==> src/asr_pkg.sv <==
/*
 * Constants, register map and carrier types for the serial receiver.
 * Assumes a 40 MHz system clock and a 32-bit AXI4-Lite register bus.
 */
`default_nettype none
package asr_pkg;
	localparam int CLK_HZ = 40_000_000;
	localparam int OVERSAMPLE = 16;
	localparam int AW = 5;
	localparam logic [AW-1:0] OFF_CTRL_ONE = 5'h00;
	localparam logic [AW-1:0] OFF_CTRL_TWO = 5'h04;
	localparam logic [AW-1:0] OFF_STAT_ONE = 5'h08;
	localparam logic [AW-1:0] OFF_DATA_BUF = 5'h0c;
	localparam logic [AW-1:0] OFF_IRQ_STAT = 5'h10;
	localparam logic [AW-1:0] OFF_IRQ_MASK = 5'h14;
	localparam logic [AW-1:0] OFF_BAUD_DIV = 5'h18;
	// Control field positions
	localparam int CTL1_MOD_EN = 0;
	localparam int CTL1_LEN9 = 1;
	localparam int CTL2_RX_EN = 0;
	localparam int CTL2_RX_IE = 1;
	// Interrupt event bits
	localparam int IRQ_RX_CHAR = 0;
	localparam int IRQ_RX_ERR = 1;
	// Reset values
	localparam logic [1:0] CTRL_ONE_RST = 2'h0;
	localparam logic [1:0] CTRL_TWO_RST = 2'h0;
	localparam logic [1:0] IRQ_MASK_RST = 2'h0;
	localparam logic [15:0] BAUD_DIV_RST = 16'h0014;
	// Oversample positions within one bit period
	localparam logic [4:0] RT_EDGE = 5'h01;
	localparam logic [4:0] RT_S1 = 5'h03;
	localparam logic [4:0] RT_S2 = 5'h05;
	localparam logic [4:0] RT_S3 = 5'h07;
	localparam logic [4:0] RT_D1 = 5'h08;
	localparam logic [4:0] RT_D2 = 5'h09;
	localparam logic [4:0] RT_D3 = 5'h0a;
	localparam logic [4:0] RT_LAST = 5'h10;
	localparam logic [7:0] STOP_RT_8BIT = 8'd154;
	localparam logic [7:0] STOP_RT_9BIT = 8'd170;
	localparam logic [1:0] RESP_OKAY = 2'h0;
	localparam logic [1:0] RESP_SLVERR = 2'h2;

	typedef enum logic [3:0] {
		ST_SEARCH = 4'b0001,
		ST_START  = 4'b0010,
		ST_DATA   = 4'b0100,
		ST_STOP   = 4'b1000
	} asr_state_t;

	typedef struct packed {
		logic ninth;
		logic brk;
		logic ovr;
		logic noise;
		logic frame;
		logic full;
	} asr_stat_t;

	localparam asr_stat_t STAT_RST = '0;
endpackage
`default_nettype wire

==> src/asr_rx.sv <==
/*
 * Oversampling asynchronous serial receiver with AXI4-Lite register slave.
 * Assumes rxd is asynchronous to aclk and idles high; one bus master.
 */
// Summary of operation
// - Eight or nine data bits per control bit
// - Ninth bit, or copy of bit 7
// - Completed character loads buffer, sets full flag
// - Full flag with enable raises interrupt
// - Sample line at sixteen times baud
// - Resync counter on start and falling edges
// - Start after three highs then low
// - Confirm start by RT3/5/7 vote, noise
// - Failed start resets counter, search again
// - Data bit majority vote, noise on disagreement
// - Stop vote low gives framing error, noise
// - Framing error sets with full flag
// - Stop sampled at 154 or 170 ticks
// - Late stop bit still clean
// - Break is all zeros plus low stop
// - Break sets flags, clears buffer, ninth bit
// - Overrun keeps old character, drops new one
`timescale 1ns/1ps
`default_nettype none
module asr_rx
	import asr_pkg::*;
(
	input  wire logic            aclk,
	input  wire logic            aresetn,
	input  wire logic [AW-1:0]   s_awaddr,
	input  wire logic            s_awvalid,
	output logic                 s_awready,
	input  wire logic [31:0]     s_wdata,
	input  wire logic [3:0]      s_wstrb,
	input  wire logic            s_wvalid,
	output logic                 s_wready,
	output logic [1:0]           s_bresp,
	output logic                 s_bvalid,
	input  wire logic            s_bready,
	input  wire logic [AW-1:0]   s_araddr,
	input  wire logic            s_arvalid,
	output logic                 s_arready,
	output logic [31:0]          s_rdata,
	output logic [1:0]           s_rresp,
	output logic                 s_rvalid,
	input  wire logic            s_rready,
	input  wire logic            rxd,
	output logic                 irq
);
	import asr_pkg::*;

	function automatic logic maj3(input logic a, input logic b, input logic c);
		return (a & b) | (a & c) | (b & c);
	endfunction

	function automatic logic differ3(input logic a, input logic b, input logic c);
		return (a != b) || (a != c);
	endfunction

	logic [1:0]      ctrl_one_q;
	logic [1:0]      ctrl_two_q;
	logic [1:0]      irq_stat_q;
	logic [1:0]      irq_mask_q;
	logic [15:0]     baud_q;
	asr_stat_t       st_q;
	logic [7:0]      buf_q;
	logic            arm_q;
	logic [AW-1:0]   aw_addr_q;
	logic            aw_have_q;
	logic [31:0]     w_data_q;
	logic [3:0]      w_strb_q;
	logic            w_have_q;
	logic [15:0]     div_q;
	logic            tick_q;
	logic [1:0]      sync_q;
	asr_state_t      state_q;
	logic [4:0]      rt_q;
	logic [3:0]      bit_q;
	logic [8:0]      shreg_q;
	logic [2:0]      hist_q;
	logic [1:0]      votes_q;
	logic [1:0]      samp_q;
	logic            nf_acc_q;
	logic            prev_bit_q;
	logic            last_s_q;

	logic rx_s, run, len9, done, stop_v, frame_noise, brk, accept, clr, wr_go, ar_hs;
	logic fall, start_ones_hi;
	logic [1:0] start_total;
	logic [8:0] data_word;

	assign rx_s = sync_q[1];
	assign run = ctrl_one_q[CTL1_MOD_EN] & ctrl_two_q[CTL2_RX_EN];
	assign len9 = ctrl_one_q[CTL1_LEN9];
	assign fall = last_s_q & ~rx_s;
	assign start_total = votes_q + {1'b0, rx_s};
	assign start_ones_hi = (start_total >= 2'd2);
	assign done = run & tick_q & (state_q == ST_STOP) & (rt_q == RT_D3);
	assign stop_v = maj3(samp_q[0], samp_q[1], rx_s);
	assign frame_noise = nf_acc_q | differ3(samp_q[0], samp_q[1], rx_s);
	assign data_word = len9 ? shreg_q : {1'b0, shreg_q[7:0]};
	assign brk = (data_word == 9'h000) & ~stop_v;
	assign ar_hs = s_arvalid & s_arready;
	assign clr = ar_hs & (s_araddr == OFF_DATA_BUF) & arm_q;
	assign accept = done & (~st_q.full | clr);
	assign wr_go = aw_have_q & w_have_q & ~s_bvalid;

	// Line synchroniser, two stages before any use
	always_ff @(posedge aclk) begin
		if (!aresetn) sync_q <= 2'b11;
		else sync_q <= {sync_q[0], rxd};
	end

	// Oversample tick at sixteen times the baud rate
	always_ff @(posedge aclk) begin
		if (!aresetn || !run) begin
			div_q <= '0;
			tick_q <= 1'b0;
		end else if (div_q >= baud_q) begin
			div_q <= '0;
			tick_q <= 1'b1;
		end else begin
			div_q <= div_q + 16'h0001;
			tick_q <= 1'b0;
		end
	end

	// Bit recovery
	always_ff @(posedge aclk) begin
		if (!aresetn || !run) begin
			state_q <= ST_SEARCH;
			rt_q <= RT_EDGE;
			bit_q <= '0;
			shreg_q <= '0;
			hist_q <= '0;
			votes_q <= '0;
			samp_q <= '0;
			nf_acc_q <= 1'b0;
			prev_bit_q <= 1'b0;
			last_s_q <= 1'b1;
		end else if (tick_q) begin
			last_s_q <= rx_s;
			unique case (state_q)
				ST_SEARCH: begin
					hist_q <= {hist_q[1:0], rx_s};
					if (hist_q == 3'b111 && !rx_s) begin
						state_q <= ST_START;
						// Edge tick is RT1, so the next tick is RT2
						rt_q <= RT_EDGE + 5'h01;
						votes_q <= '0;
						nf_acc_q <= 1'b0;
					end
				end
				ST_START: begin
					rt_q <= rt_q + 5'h01;
					if ((rt_q == RT_S1 || rt_q == RT_S2) && rx_s) votes_q <= votes_q + 2'h1;
					if (rt_q == RT_S3) begin
						if (start_ones_hi) begin
							state_q <= ST_SEARCH;
							rt_q <= RT_EDGE;
							hist_q <= '0;
						end else if (start_total == 2'd1) begin
							nf_acc_q <= 1'b1;
						end
					end
					if (rt_q == RT_LAST) begin
						state_q <= ST_DATA;
						rt_q <= RT_EDGE;
						bit_q <= '0;
						prev_bit_q <= 1'b0;
					end
				end
				ST_DATA, ST_STOP: begin
					rt_q <= rt_q + 5'h01;
					if (rt_q == RT_D1) samp_q[0] <= rx_s;
					if (rt_q == RT_D2) samp_q[1] <= rx_s;
					if (state_q == ST_DATA && rt_q == RT_D3) begin
						shreg_q[bit_q] <= maj3(samp_q[0], samp_q[1], rx_s);
						prev_bit_q <= maj3(samp_q[0], samp_q[1], rx_s);
						if (differ3(samp_q[0], samp_q[1], rx_s)) nf_acc_q <= 1'b1;
					end
					// A falling edge after a high bit realigns the count
					if (state_q == ST_DATA && prev_bit_q && fall && rt_q > RT_EDGE
							&& rt_q < RT_D1) begin
						rt_q <= RT_EDGE + 5'h01;
					end else if ((state_q == ST_DATA && prev_bit_q && fall && rt_q > RT_D3)
							|| (state_q == ST_DATA && rt_q == RT_LAST)) begin
						rt_q <= (prev_bit_q && fall) ? RT_EDGE + 5'h01 : RT_EDGE;
						// Previous bit kept so a late edge at RT2..7 still realigns
						bit_q <= bit_q + 4'h1;
						if (bit_q == (len9 ? 4'h8 : 4'h7)) state_q <= ST_STOP;
					end
					// Ends at RT10; a stop bit arriving as late as RT8 is still clean
					if (state_q == ST_STOP && rt_q == RT_D3) begin
						state_q <= ST_SEARCH;
						rt_q <= RT_EDGE;
						hist_q <= '0;
					end
				end
			endcase
		end
	end

	// Receive status and data buffer; set wins over the read clear
	always_ff @(posedge aclk) begin
		if (!aresetn) begin
			st_q <= STAT_RST;
			buf_q <= '0;
			arm_q <= 1'b0;
		end else begin
			if (ar_hs && s_araddr == OFF_STAT_ONE) arm_q <= st_q.full;
			if (clr) begin
				arm_q <= 1'b0;
				st_q <= '{ninth: st_q.ninth, default: 1'b0};
			end
			if (done && !accept) st_q.ovr <= 1'b1;
			if (accept) begin
				st_q.full <= 1'b1;
				st_q.frame <= ~stop_v;
				st_q.noise <= frame_noise;
				st_q.brk <= brk;
				st_q.ovr <= clr ? 1'b0 : st_q.ovr;
				buf_q <= brk ? 8'h00 : data_word[7:0];
				st_q.ninth <= brk ? 1'b0 : (len9 ? shreg_q[8] : shreg_q[7]);
			end
		end
	end

	// Interrupt events and output
	always_ff @(posedge aclk) begin
		if (!aresetn) begin
			irq_stat_q <= '0;
			irq <= 1'b0;
		end else begin
			if (wr_go && aw_addr_q == OFF_IRQ_STAT && w_strb_q[0])
				irq_stat_q <= irq_stat_q & ~w_data_q[1:0];
			if (accept) irq_stat_q[IRQ_RX_CHAR] <= 1'b1;
			if ((accept && (frame_noise || !stop_v)) || (done && !accept))
				irq_stat_q[IRQ_RX_ERR] <= 1'b1;
			irq <= (st_q.full & ctrl_two_q[CTL2_RX_IE]) | (|(irq_stat_q & irq_mask_q));
		end
	end

	// AXI4-Lite write side
	always_ff @(posedge aclk) begin
		if (!aresetn) begin
			aw_have_q <= 1'b0;
			w_have_q <= 1'b0;
			aw_addr_q <= '0;
			w_data_q <= '0;
			w_strb_q <= '0;
			s_awready <= 1'b1;
			s_wready <= 1'b1;
			s_bvalid <= 1'b0;
			s_bresp <= RESP_OKAY;
			ctrl_one_q <= CTRL_ONE_RST;
			ctrl_two_q <= CTRL_TWO_RST;
			irq_mask_q <= IRQ_MASK_RST;
			baud_q <= BAUD_DIV_RST;
		end else begin
			if (s_awvalid && s_awready) begin
				aw_addr_q <= s_awaddr;
				aw_have_q <= 1'b1;
				s_awready <= 1'b0;
			end
			if (s_wvalid && s_wready) begin
				w_data_q <= s_wdata;
				w_strb_q <= s_wstrb;
				w_have_q <= 1'b1;
				s_wready <= 1'b0;
			end
			if (s_bvalid && s_bready) begin
				s_bvalid <= 1'b0;
				s_awready <= 1'b1;
				s_wready <= 1'b1;
			end
			if (wr_go) begin
				aw_have_q <= 1'b0;
				w_have_q <= 1'b0;
				s_bvalid <= 1'b1;
				s_bresp <= RESP_OKAY;
				unique case (aw_addr_q)
					OFF_CTRL_ONE: if (w_strb_q[0]) ctrl_one_q <= w_data_q[1:0];
					OFF_CTRL_TWO: if (w_strb_q[0]) ctrl_two_q <= w_data_q[1:0];
					OFF_IRQ_MASK: if (w_strb_q[0]) irq_mask_q <= w_data_q[1:0];
					OFF_BAUD_DIV: begin
						if (w_strb_q[0]) baud_q[7:0] <= w_data_q[7:0];
						if (w_strb_q[1]) baud_q[15:8] <= w_data_q[15:8];
					end
					OFF_STAT_ONE, OFF_DATA_BUF, OFF_IRQ_STAT: ;
					default: s_bresp <= RESP_SLVERR;
				endcase
			end
		end
	end

	// AXI4-Lite read side
	always_ff @(posedge aclk) begin
		if (!aresetn) begin
			s_arready <= 1'b1;
			s_rvalid <= 1'b0;
			s_rdata <= '0;
			s_rresp <= RESP_OKAY;
		end else if (ar_hs) begin
			s_arready <= 1'b0;
			s_rvalid <= 1'b1;
			s_rresp <= RESP_OKAY;
			unique case (s_araddr)
				OFF_CTRL_ONE: s_rdata <= {30'h0, ctrl_one_q};
				OFF_CTRL_TWO: s_rdata <= {30'h0, ctrl_two_q};
				OFF_STAT_ONE: s_rdata <= {26'h0, st_q};
				OFF_DATA_BUF: s_rdata <= {24'h0, buf_q};
				OFF_IRQ_STAT: s_rdata <= {30'h0, irq_stat_q};
				OFF_IRQ_MASK: s_rdata <= {30'h0, irq_mask_q};
				OFF_BAUD_DIV: s_rdata <= {16'h0, baud_q};
				default: begin
					s_rdata <= '0;
					s_rresp <= RESP_SLVERR;
				end
			endcase
		end else if (s_rvalid && s_rready) begin
			s_rvalid <= 1'b0;
			s_arready <= 1'b1;
		end
	end

	// Tick count from start edge, only meaningful for frames with no realignment
	logic [7:0] edge_cnt_q;
	logic       resynced_q;
	always_ff @(posedge aclk) begin
		if (!aresetn || !run) begin
			edge_cnt_q <= '0;
			resynced_q <= 1'b0;
		end else if (tick_q) begin
			edge_cnt_q <= edge_cnt_q + 8'h01;
			if (state_q == ST_SEARCH) begin
				edge_cnt_q <= 8'h01;
				resynced_q <= 1'b0;
			end
			if (state_q == ST_DATA && prev_bit_q && fall && rt_q != RT_EDGE
					&& (rt_q < RT_D1 || rt_q > RT_D3)) resynced_q <= 1'b1;
		end
	end

	a_stop_timing: assert property (@(posedge aclk) disable iff (!aresetn)
		(done && !resynced_q) |-> ((edge_cnt_q + 8'h01) == (len9 ? STOP_RT_9BIT : STOP_RT_8BIT)))
		else $error("stop bit sampled at wrong tick");
	a_buf_load: assert property (@(posedge aclk) disable iff (!aresetn)
		(accept && !brk) |=> (st_q.full && buf_q == $past(data_word[7:0])))
		else $error("buffer not loaded on completion");
	a_ninth_copy: assert property (@(posedge aclk) disable iff (!aresetn)
		(accept && !brk && !len9) |=> (st_q.ninth == $past(shreg_q[7])))
		else $error("ninth bit not copy of bit 7");
	a_irq_level: assert property (@(posedge aclk) disable iff (!aresetn)
		(st_q.full && ctrl_two_q[CTL2_RX_IE]) |=> irq)
		else $error("receive interrupt missing");
	a_start_fail: assert property (@(posedge aclk) disable iff (!aresetn)
		(run && tick_q && state_q == ST_START && rt_q == RT_S3 && start_ones_hi)
		|=> (state_q == ST_SEARCH && rt_q == RT_EDGE))
		else $error("failed start not abandoned");
	a_start_noise: assert property (@(posedge aclk) disable iff (!aresetn)
		(run && tick_q && state_q == ST_START && rt_q == RT_S3 && start_total == 2'd1)
		|=> (nf_acc_q && state_q == ST_START))
		else $error("start noise not recorded");
	a_overrun_keep: assert property (@(posedge aclk) disable iff (!aresetn)
		(done && !accept) |=> (st_q.ovr && $stable(buf_q)))
		else $error("overrun handling wrong");
	a_break_flags: assert property (@(posedge aclk) disable iff (!aresetn)
		(accept && brk) |=> (st_q.brk && st_q.frame && buf_q == 8'h00 && !st_q.ninth))
		else $error("break flags wrong");
	a_frame_full: assert property (@(posedge aclk) disable iff (!aresetn)
		$rose(st_q.frame) |-> $rose(st_q.full) || $past(st_q.full && clr))
		else $error("framing error without full flag");
	a_disabled_idle: assert property (@(posedge aclk) disable iff (!aresetn)
		(!run) |=> (state_q == ST_SEARCH && $stable(st_q.full)))
		else $error("receiver active while disabled");
endmodule // asr_rx
`default_nettype wire

==> config.mk <==
export PLATFORM = sky130hd
export DESIGN_NAME = asr_rx
export DESIGN_NICKNAME = d
export VERILOG_FILES = /design/src/asr_pkg.sv /design/src/asr_rx.sv
export SDC_FILE = /design/constraint.sdc
export NUM_CORES = 1
export LEC_CHECK = 0
export BUFFER_PORTS_ARGS = -buffer_cell sky130_fd_sc_hd__buf_2
export CAP_MARGIN = 20
export CELL_PAD_IN_SITES_DETAIL_PLACEMENT = 0
export CELL_PAD_IN_SITES_GLOBAL_PLACEMENT = 2
export CORE_MARGIN = 2
export CORE_UTILIZATION = 26
export CTS_CLUSTER_DIAMETER = 50
export DETAILED_ROUTE_END_ITERATION = 6
export GPL_ROUTABILITY_DRIVEN = 0
export PLACE_DENSITY = 0.67
export SETUP_SLACK_MARGIN = 0.2
export SLEW_MARGIN = 15
export SYNTH_ARGS = -nofsm -noshare
export SYNTH_HDL_FRONTEND = slang
export SYNTH_SLANG_ARGS = --single-unit
==> constraint.sdc <==
create_clock -name aclk -period 4.93 [get_ports aclk]
set_clock_uncertainty 0.05 [all_clocks]
set_input_delay 0.2465 -clock aclk [delete_from_list [all_inputs] [get_ports aclk]]
set_output_delay 0.2465 -clock aclk [all_outputs]
set_load 0.02 [all_outputs]
Yosys cells after proc, flatten, opt, wreduce, memory -nomap -nowiden

Cells that the tools add are included.

$add $sub $neg: 5
Shift operators: 0
Div/mod/pow operators: 0
Equal/unequal tests: 46
Reduce and logical (&&, ||, !) cells: 67
Multiplexer cells: 64
Magnitude comparators: 7
Bitwise operators: 29
Multiply operators: 0

Operators by type and width:

| kind                  | count |
|---|---|
| $pmux 16 s7           | 1 |
| $mux 4                | 12 |
| $mux 5                | 8 |
| $eq 5x4->1 const B    | 7 |
| $eq 5x5->1 const B    | 7 |
| $ne 2x2->1 const B    | 12 |
| $reduce_and 3->1      | 8 |
| $mux 1                | 22 |
| $logic_and 1x1->1     | 21 |
| $eq 5x3->1 const B    | 4 |
| $add 16x1->16 const B | 1 |
| $and 1x1->1           | 16 |
| $ge 16x16->1          | 1 |
| $reduce_bool 2->1     | 8 |
| $ne 3x3->1 const B    | 5 |
| $pmux 5 s3            | 1 |
| $reduce_and 7->1      | 2 |
| $reduce_or 7->1       | 2 |
| $mux 2                | 6 |
| $pmux 4 s3            | 1 |
| $reduce_and 4->1      | 3 |
| $reduce_or 2->1       | 6 |
| $logic_not 5->1       | 2 |
| $bwmux 9              | 1 |
| other kinds (39)      | 61 |

Logic and storage cells: 261
Memories: 0
Output and inout port bits: 42
ROM bits: 0
Memory bits (writable): 0
Register bits: 157
Latch bits: 0

Logic depth before layout (Yosys ltp)

Gate-level depths: netlist of the first run.

Depth after elaboration: 9
Mapped depth: 9
Depth with buffers taken out: 8

Worst setup path after synthesis of the first run

OpenSTA, ideal clock, no wires.

Path kind: reg2reg
Start point: reg div_q[0]
End point: reg div_q[14]
Slack: 2.695 ns
Required time: 4.748 ns
Data arrival time: 2.053 ns
Buffers on the path: 1
Cell stages (with the launch flop): 10
Path through: dfxtp_1 > inv_1 > ha_1 > nand2b_1 > a211oi_1 > o21ai_0 > a41oi_1 > o31ai_1 > clkbuf_1 > nor3_1

Longest elaborated chain between the ends: 2
Elaborated cells between the ends (all ways): 3
Those cells by class: add/sub (1); order compare (1); reduce/logical (1)

Ends and longest elaborated chain:

| what                      | RTL line      | RTL |
|---|---|---|
| start, declared           | asr_rx.sv:73  | `logic [15:0] div_q;` |
| start signal, assigned    | asr_rx.sv:123 | `div_q <= div_q + 16'h0001;` |
| $ge 16x16->1              | asr_rx.sv:119 | `end else if (div_q >= baud_q) begin` |
| $reduce_or 2->1 (no line) | -             |  |

Several ways; a longest one is shown, not always the timed one.
A chain may end at the register's enable or synchronous reset.

Worst setup path in the final report of the first run

Start point: reg rt_q[3]
End point: reg st_q[4] (netlist bit)

Longest elaborated chain between the ends: 4
Elaborated cells between the ends (all ways): 5
Those cells by class: eq/ne (1); mux (1); bitwise (2); reduce/logical (1)

Ends and longest elaborated chain:

| what                                        | RTL line      | RTL |
|---|---|---|
| start, declared                             | asr_rx.sv:77  | `logic [4:0] rt_q;` |
| start signal, assigned                      | asr_rx.sv:149 | `rt_q <= RT_EDGE + 5'h01;` |
| start signal, assigned                      | asr_rx.sv:155 | `rt_q <= rt_q + 5'h01;` |
| start signal, assigned                      | asr_rx.sv:174 | `rt_q <= rt_q + 5'h01;` |
| $eq 5x4->1 (*)                              | asr_rx.sv:98  | `assign done = run & tick_q & (state_q == ST_STOP) & (rt_q == RT_D3);` |
| $and 1x1->1 (*)                             | asr_rx.sv:98  |  |
| $and 1x1->1 (*)                             | asr_rx.sv:105 | `assign accept = done & (~st_q.full \| clr);` |
| $mux 6 or $reduce_bool 2->1 (tied branches) | -             |  |
| end, declared                               | asr_rx.sv:65  | `asr_stat_t st_q;` |

Mark *: on every way between the ends. The rest lies on a longest branch, timed or not. The select of a mux whose other input is x is not followed.

==> reports/qor.yml, run 1 <==
setup_path:
  cp_slowest_cell: "nand4_2"
  r2r_slack_ps: 2290
  cp.buffers_inverters: 0
  cp_max_fo: 17
  slowest_delay_ps: 620
  crit_path_end_kind: "flop"
  crit_arrival_ps: 2950
  crit_path_cell_trace: "nand4bb_1 -> nor2_1 -> nand4_2 -> nor4_1 -> a31oi_1 -> nor2b_1"
  critPathLaunchType: "flop"
  crit_type: "reg2reg"
  cpLargestDelayFamily: "simple AND/OR/NAND/NOR gates"
  worst_ep_required_time_ps: 5240
drt:
  wl_per_cell_um: 14.5
  drtIter0Drc: 306
  routed_wl_mm: 17.5
  drt.antenna.violating_nets: 0
  drcViolationCount: 0
  drt_pass1_iterations: 5
  routed-via-count: 5547
  routed_via_density: 4.60
sta:
  setup_viol: 0
  fin_ws_ps: 2290
  grt_setup_unrepaired: "false"
  final.setup.tns_ps: 0
  fin_crit_sh: 0.535
  final_max_slew_viol_count: 0
  max_freq_ghz: 0.379
  tightest_slew_ps: 947
  finalHoldViolCount: 0
  relSlewSlack: 0.364
  fin_crit_ps: 2640
finish:
  area_growth_pct: 18.0
  final_util: 0.312
  layout-drive-gt1-share: 0.125
  fillCellCount: 2820
  multiInputGateArea_um2: 3740
  layout.nets: 937
  layout_common_cells: "dfxtp_1, nand2_1, buf_2, a21boi_0, nand3_1"
  final_common_cell: "dfxtp_1"
  regArea_um2: 2780
global_route:
  grt_use_total: 0.130
  grt_max_degree: 82
  globalRouteOverflowTotal: 0
  grt_pass1_vias: 5383
  grt_first_pass_wirelength_mm: 29.2
  grt_antenna_before_repair: 2
floorplanning:
  die_y_um: 167
  rows: 59
  die_x_um: 167
  core_um2: 26000
  dieArea_um2: 27800
  initial_utilization: 0.265
  ios: 96
yosys:
  synth_area_leaders: "dfxtp_1, nand2_1, ha_1"
  synthArstFlopShare: 0
  synth-seq-cells: 139
  syn_inst: 804
  synth.distinct_cells: 61
  yosysSeqAreaShare: 0.405
  synth-edff-count: 0
  syn-mean-instance-area_um2: 8.55
  synth.top_cell.area_share: 0.405
  synth.cell_area_um2: 6880
  ys_warn_count: 0
  synth_top_area_cell: "dfxtp_1"
  ys.flop_type: "dfxtp_1"
cts:
  cts_sinks: 139
  cts-hold-fix-buffers: 13
  cts-root-buf: "clkbuf_16"
  ctsResizeCount: 0
  cts_tree: "done"
  cts_post_setup_buffers_inserted: 0
  cts_made_buffers: 17
  clock_latency_ps: 440
  htree_levels: 4
  cts_max_path_buffers: 2
  clk_pin_slew_ps: 70
place:
  dp_hpwl_mm: 12.4
  port-buffer-count: 59
  dp_slack_ps: 2210
outcome:
  status: "finished, final reports clean"
flow_run:
  maxCapViolCount: 0
pwr:
  ir_worst_vdd_mv: 0.151
  leakage_uw: 0.00319
  powerDensity_nw_per_um2: 318
worst_hold_path:
  min_path_type: "in2reg"
-- cells by family (layout without fill, tap and decap cells) --
group	count (synthesis)	in the layout	synth area share
simple gates	330	330	0.249
compound gates	167	167	0.163
flops	139	139	0.405
buf+inv	88	136	0.0610
mux	36	36	0.0529
fa+ha+maj	27	27	0.0491
xor+xnor	16	16	0.0204
other cells	1	19	0.000545
-- final timing paths --
check / startpoint / endpoint / depth (start not counted)
worst min-delay path: s_wdata[4] / w_data_q[4]$_SDFFE_PN0P_ / 3
worst min register to register: sync_q[0]$_SDFF_PN1_ / sync_q[1]$_SDFF_PN1_ / 1
worst max register to register: rt_q[3]$_SDFFE_PP0P_ / st_q[4]$_SDFFE_PN0P_ / 6
worst max-delay path: rt_q[3]$_SDFFE_PP0P_ / st_q[4]$_SDFFE_PN0P_ / 6
-- metrics by stage --
| step | power (uW) | hold WS, ps | cells | area, um^2 |
|---|---|---|---|---|
| 2_1_floorplan | 1260 | 297 | 821 | 6940 |
| 3_3_place_gp | 1280 | 345 | 1159 | 7370 |
| 3_5_place_dp | 1280 | 352 | 1159 | 7370 |
| 4_1_cts | 2620 | 1.18 | 1204 | 8110 |
| 5_1_grt | 2680 | 12.5 | 1204 | 8110 |
| 6_report | 2580 | 12.9 | 1205 | 8120 |
-- synthesized netlist by cell type, drive strengths merged, types with 3 or more instances --
cell	count
dfxtp	139
clkbuf	34
mux2	3
xnor2	8
o21ai	31
and2	8
nand4	8
a21boi	44
xor2	8
nand3	41
nand4b	4
buf	25
and4b	3
mux2i	33
nand3b	4
and3	10
nor2	38
a21oi	33
nor4	5
a211oi	6
or4b	3
inv	29
nand2	111
nor4b	4
a31oi	6
nor2b	38
o31ai	3
a22oi	15
nor3b	3
ha	27
or2	5
a21o	7
or3	4
or4	5
a32oi	3
nor3	24
nand2b	7
-- final cells by class --
type / instances / share of cell area
antenna: 1 / 0.000308
clock buffer: 17 / 0.0524
clock inverter: 15 / 0.0230
inverter: 29 / 0.0134
multi-input combinational: 594 / 0.461
sequential: 139 / 0.343
tap: 335 / 0.0516
timing repair buffer: 75 / 0.0552
-- sequential cells by signal (all words and copies together), names as in the netlist, 5 cells and up --
register   cells
rt_q           5
baud_q        16
w_data_q      16
st_q           6
s_rdata       16
div_q         16
aw_addr_q      5
buf_q          8
shreg_q        9
-- power by group --
| group | total [uW] | switching [uW] | internal, uW |
|---|---|---|---|
| combinational | 109 | 66.0 | 43.0 |
| sequential | 1160 | 15.9 | 1140 |
| clock | 1310 | 623 | 691 |
-- tightest hold or removal path, stage by stage --
cell and delay [ps]:
buf_2 100, nand2_1 50, a21boi_0 60
-- layer usage --
layer,share of wire,GRT usage
met4,0.011,0.0416
met5,0.00040,0
met2,0.44,0.195
met1,0.51,0.184
met3,0.035,0.0292
Power figures use the tool's default switching activity.
==> run 2, diff against run 1 <==
PLACE_DENSITY = 0.69   (was 0.67)
clock period = 2.4 ns   (was 4.93 ns; I/O delays follow)
==> reports/qor.yml, run 2 (synthesis gave the netlist of run 1 again) <==
outcome:
  status: "finished, final reports clean"
finish:
  diodes: 0
  final_util: 0.335
  stdcell_count: 1259
  fillCellCount: 2805
  layout.nets: 992
  final_common_cell: "dfxtp_1"
  layout-drive-gt1-share: 0.187
  area_growth_pct: 26.5
  layout_common_cells: "dfxtp_1, nand2_1, buf_2, a21boi_0, nand3_1"
sta:
  max_freq_ghz: 0.483
  finalHoldViolCount: 0
  grt_setup_unrepaired: "true"
  fin_crit_ps: 2070
  tightest_slew_ps: 685
  relSlewSlack: 0.542
  final_max_slew_viol_count: 0
  final.setup.tns_ps: 0
  setup_viol: 0
  fin_crit_sh: 0.862
cts:
  clock_latency_ps: 430
  htree_levels: 4
  cts_sinks: 139
  cts_max_path_buffers: 2
  cts_made_buffers: 17
  clk_pin_slew_ps: 70
  cts-root-buf: "clkbuf_16"
  cts_tree: "done"
drt:
  routed_wl_mm: 17.8
  drt_pass1_iterations: 4
  routed-via-count: 5730
  drcViolationCount: 0
  routed_via_density: 4.55
  wl_per_cell_um: 14.1
  drtIter0Drc: 205
  drt.antenna.violating_nets: 0
worst_hold_path:
  min_path_type: "in2reg"
pwr:
  ir_worst_vdd_mv: 0.502
  leakage_uw: 0.00348
  powerDensity_nw_per_um2: 610
global_route:
  globalRouteOverflowTotal: 0
  grt_max_degree: 74
  grt_pass1_vias: 5652
  grt_antenna_before_repair: 1
  grt_use_total: 0.132
  grt_first_pass_wirelength_mm: 29.7
setup_path:
  cp_max_fo: 7
  crit_type: "reg2reg"
  worst_ep_required_time_ps: 2700
  critPathLaunchType: "flop"
  crit_path_end_kind: "flop"
  crit_arrival_ps: 2370
floorplanning:
  die_x_um: 167
  dieArea_um2: 27800
  core_um2: 26000
  die_y_um: 167
  initial_utilization: 0.265
  rows: 59
  ios: 96
place:
  port-buffer-count: 59
  dp_hpwl_mm: 13.0
  dp.cells: 1192
flow_run:
  maxCapViolCount: 0
-- run 2: report_power, final --
part,leakage [uW],internal [uW],switching (uW)
Clock,0.000300,1420,1250
Sequential,0.00113,2340,30.9
Combinational,0.00205,117,146
Total,0.00348,3880,1430
-- run 2: layout make-up --
class,instances,area (um^2),area share
multi-input combinational,594,3830,0.441
sequential,139,2800,0.321
timing repair buffer,130,925,0.106
clock buffer,17,425,0.0489
tap,335,419,0.0482
clock inverter,15,191,0.0220
inverter,29,109,0.0125
-- run 2: worst paths after layout --
kind,start,endpoint,slack (ps),cells past startpoint
max,rt_q[0]$_SDFFE_PP1P_,rt_q[3]$_SDFFE_PP0P_,330,9
min,s_araddr[0],s_rdata[0]$_SDFFE_PN0N_,30,4
max reg2reg,rt_q[0]$_SDFFE_PP1P_,rt_q[3]$_SDFFE_PP0P_,330,9
min reg2reg,sync_q[0]$_SDFF_PN1_,sync_q[1]$_SDFF_PN1_,350,1
-- run 2: worst max-delay path, stage by stage (launching register included) --
cell      delay [ps]
dfxtp_4          380
inv_1             80
ha_1             210
and4bb_2         240
a21o_1           160
o21a_2           240
o31ai_2          240
buf_4            170
a21oi_1           60
o21ai_0          150
-- run 2: through the flow --
stage	hold slack, ps	instance area (um^2)	power [uW]	worst slack, ps
2_1_floorplan	170	6950	2590	300
3_3_place_gp	256	7630	2650	185
4_1_cts	10.5	8580	5380	213
5_1_grt	74.2	8700	5520	185
3_5_place_dp	260	7630	2650	161
6_report	31.9	8700	5300	332
-- run 2: what timing repair did --
action / 4_1_cts / 5_1_grt
hold buffers: 32 / 0
gates resized for setup: 2 / 29
hold endpoints to repair: 30 / 0
pin swaps: 0 / 1
cloned: 0 / 0
setup buffers: 0 / 3
setup endpoints to repair: 16 / 56
-- run 2: per-layer routing --
layer	GRT usage	wire, um	vias up
met4	0.0390	211	2
met3	0.0283	633	17
met1	0.182	9080	2613
li1	-	-	3010
met5	0	5	-
met2	0.209	7820	88
==> run 3, diff against run 2 <==
ABC_AREA = 1   (was default)
PLACE_DENSITY = 0.73   (was 0.69)
==> reports/qor.yml, run 3 <==
outcome:
  status: "finished, final reports clean"
floorplanning:
  dieArea_um2: 27500
  die_y_um: 166
  ios: 96
  core_um2: 25900
  initial_utilization: 0.263
  die_x_um: 166
  rows: 59
finish:
  multiInputGateArea_um2: 3410
  area_growth_pct: 22.1
  layout-drive-gt1-share: 0.138
  regArea_um2: 2780
  final_common_cell: "nand2_1"
  layout.nets: 1113
  fillCellCount: 2813
  layout_common_cells: "nand2_1, dfxtp_1, nor2_1, inv_1, a21oi_1"
yosys:
  yosysSeqAreaShare: 0.409
  ys.flop_type: "dfxtp_1"
  synthArstFlopShare: 0
  synth_commonest_cells: "nand2_1, dfxtp_1, nor2_1"
  synth_area_leaders: "dfxtp_1, nand2_1, nor2_1"
  synth.cell_area_um2: 6810
  synth-edff-count: 0
  synth_top_area_cell: "dfxtp_1"
  synth.top_cell.area_share: 0.409
  synth-seq-cells: 139
  ys_warn_count: 0
  synth_most_common_cell: "nand2_1"
  syn_inst: 942
  synth.distinct_cells: 43
  syn-mean-instance-area_um2: 7.23
pwr:
  power.total_uw: 5430
  p_int_uw: 3900
  p_switching_uw: 1530
  ir_worst_vdd_mv: 0.335
  powerDensity_nw_per_um2: 653
  swShare: 0.282
  clkPwrFrac: 0.501
  seq_power_share: 0.441
  leakage_uw: 0.00346
  p_comb_frac: 0.058
drt:
  drcViolationCount: 0
  drt.antenna.violating_nets: 0
  routed-via-count: 6077
  drtIter0Drc: 293
  wl_per_cell_um: 13.3
  routed_via_density: 4.40
  routed_wl_mm: 18.4
  drt_pass1_iterations: 5
sta:
  fin_crit_sh: 0.810
  setup_viol: 0
  fin_ws_ps: 457
  final_max_slew_viol_count: 0
  grt_setup_unrepaired: "false"
  relSlewSlack: 0.505
  max_freq_ghz: 0.515
  final.setup.tns_ps: 0
  tightest_slew_ps: 742
  finalHoldViolCount: 0
  fin_crit_ps: 1940
setup_path:
  worst_ep_required_time_ps: 2630
  cp_max_fo: 6
  crit_arrival_ps: 2170
  crit_type: "reg2reg"
  critPathLaunchType: "flop"
  crit_path_end_kind: "flop"
flow_run:
  maxCapViolCount: 0
cts:
  cts_max_path_buffers: 2
  htree_levels: 4
  clk_pin_slew_ps: 80
  cts_tree: "done"
  cts_sinks: 139
  clock_latency_ps: 430
  cts-root-buf: "clkbuf_16"
  cts_made_buffers: 17
global_route:
  grt_antenna_before_repair: 1
  globalRouteOverflowTotal: 0
  grt_first_pass_wirelength_mm: 29.8
  grt_max_degree: 64
  grt_use_total: 0.135
  grt_pass1_vias: 5684
place:
  dp_hpwl_mm: 13.5
  port-buffer-count: 59
  dp_slack_ps: 492
worst_hold_path:
  min_path_type: "in2reg"
-- run 3: critical path, stage by stage, from the launching register on --
cell	delay [ps]
dfxtp_1	420
inv_1	140
ha_1	220
nand2_1	60
inv_1	50
nand3_1	80
inv_1	70
nand2_1	110
nand2_1	70
inv_1	90
nand2_1	150
nand2_2	140
nand2_1	60
nand2_1	60
nor2_1	40
-- run 3: timing repair --
action | in CTS | in global routing
endpoints found under the hold margin | 29 | 0
gates resized for setup | 0 | 0
buffers inserted | 0 | 0
hold buffers | 26 | 0
-- run 3: worst paths after layout --
| check | from | end | slack (ps) | cells after the start |
|---|---|---|---|---|
| worst min register to register | sync_q[0]$_SDFF_PN1_ | sync_q[1]$_SDFF_PN1_ | 370 | 1 |
| worst max register to register | rt_q[0]$_SDFFE_PP1P_ | bit_q[1]$_SDFFE_PP0P_ | 460 | 14 |
| worst max-delay path | rt_q[0]$_SDFFE_PP1P_ | bit_q[1]$_SDFFE_PP0P_ | 460 | 14 |
| worst min-delay path | s_araddr[0] | s_rresp[1]$_SDFFE_PN0N_ | 50 | 5 |
-- run 3: kinds of logic after synthesis --
logic type,synth area share
flip-flops,0.409
XOR/XNOR,0.0129
AO/OA/AOI/OAI,0.151
buffers and inverters,0.100
adder cells (fa/ha/maj),0.0496
other,0.000551
AND/OR/NAND/NOR,0.277
-- run 3: cell type report --
| class | instances | area share |
|---|---|---|
| diodes | 1 | 0.000301 |
| clock buffers | 17 | 0.0512 |
| clock inverters | 15 | 0.0236 |
| inverters | 118 | 0.0533 |
| multi-input cells | 660 | 0.410 |
| flip-flops and latches | 139 | 0.335 |
| well taps | 335 | 0.0504 |
| repair buffers | 96 | 0.0767 |
-- run 3: metrics by stage --
step	area [um^2]	hold slack, ps	std cells	util
3_5_place_dp	7430	271	1322	0.287
5_1_grt	8310	65.8	1380	0.321
6_report	8310	46.6	1381	0.321
4_1_cts	8310	28.8	1380	0.321
2_1_floorplan	6870	177	959	-
3_3_place_gp	7430	274	1322	0.287
-- run 3: metal layers --
| layer | wire [um] | vias up | global-route usage |
|---|---|---|---|
| met5 | 0 | - | 0 |
| met4 | 218 | 0 | 0.0442 |
| met3 | 516 | 15 | 0.0255 |
| met2 | 7830 | 91 | 0.204 |
| met1 | 9810 | 2727 | 0.194 |
| li1 | - | 3244 | - |
-- run 3: power by group through the flow --
stage | sequential (uW) | clock (uW) | combinational, uW
after detailed placement | 2450 | 0 | 287
after global routing | 2400 | 2910 | 354
after CTS | 2390 | 2810 | 320
after global placement | 2450 | 0 | 287
final | 2390 | 2720 | 316
after floorplan | 2460 | 0 | 187
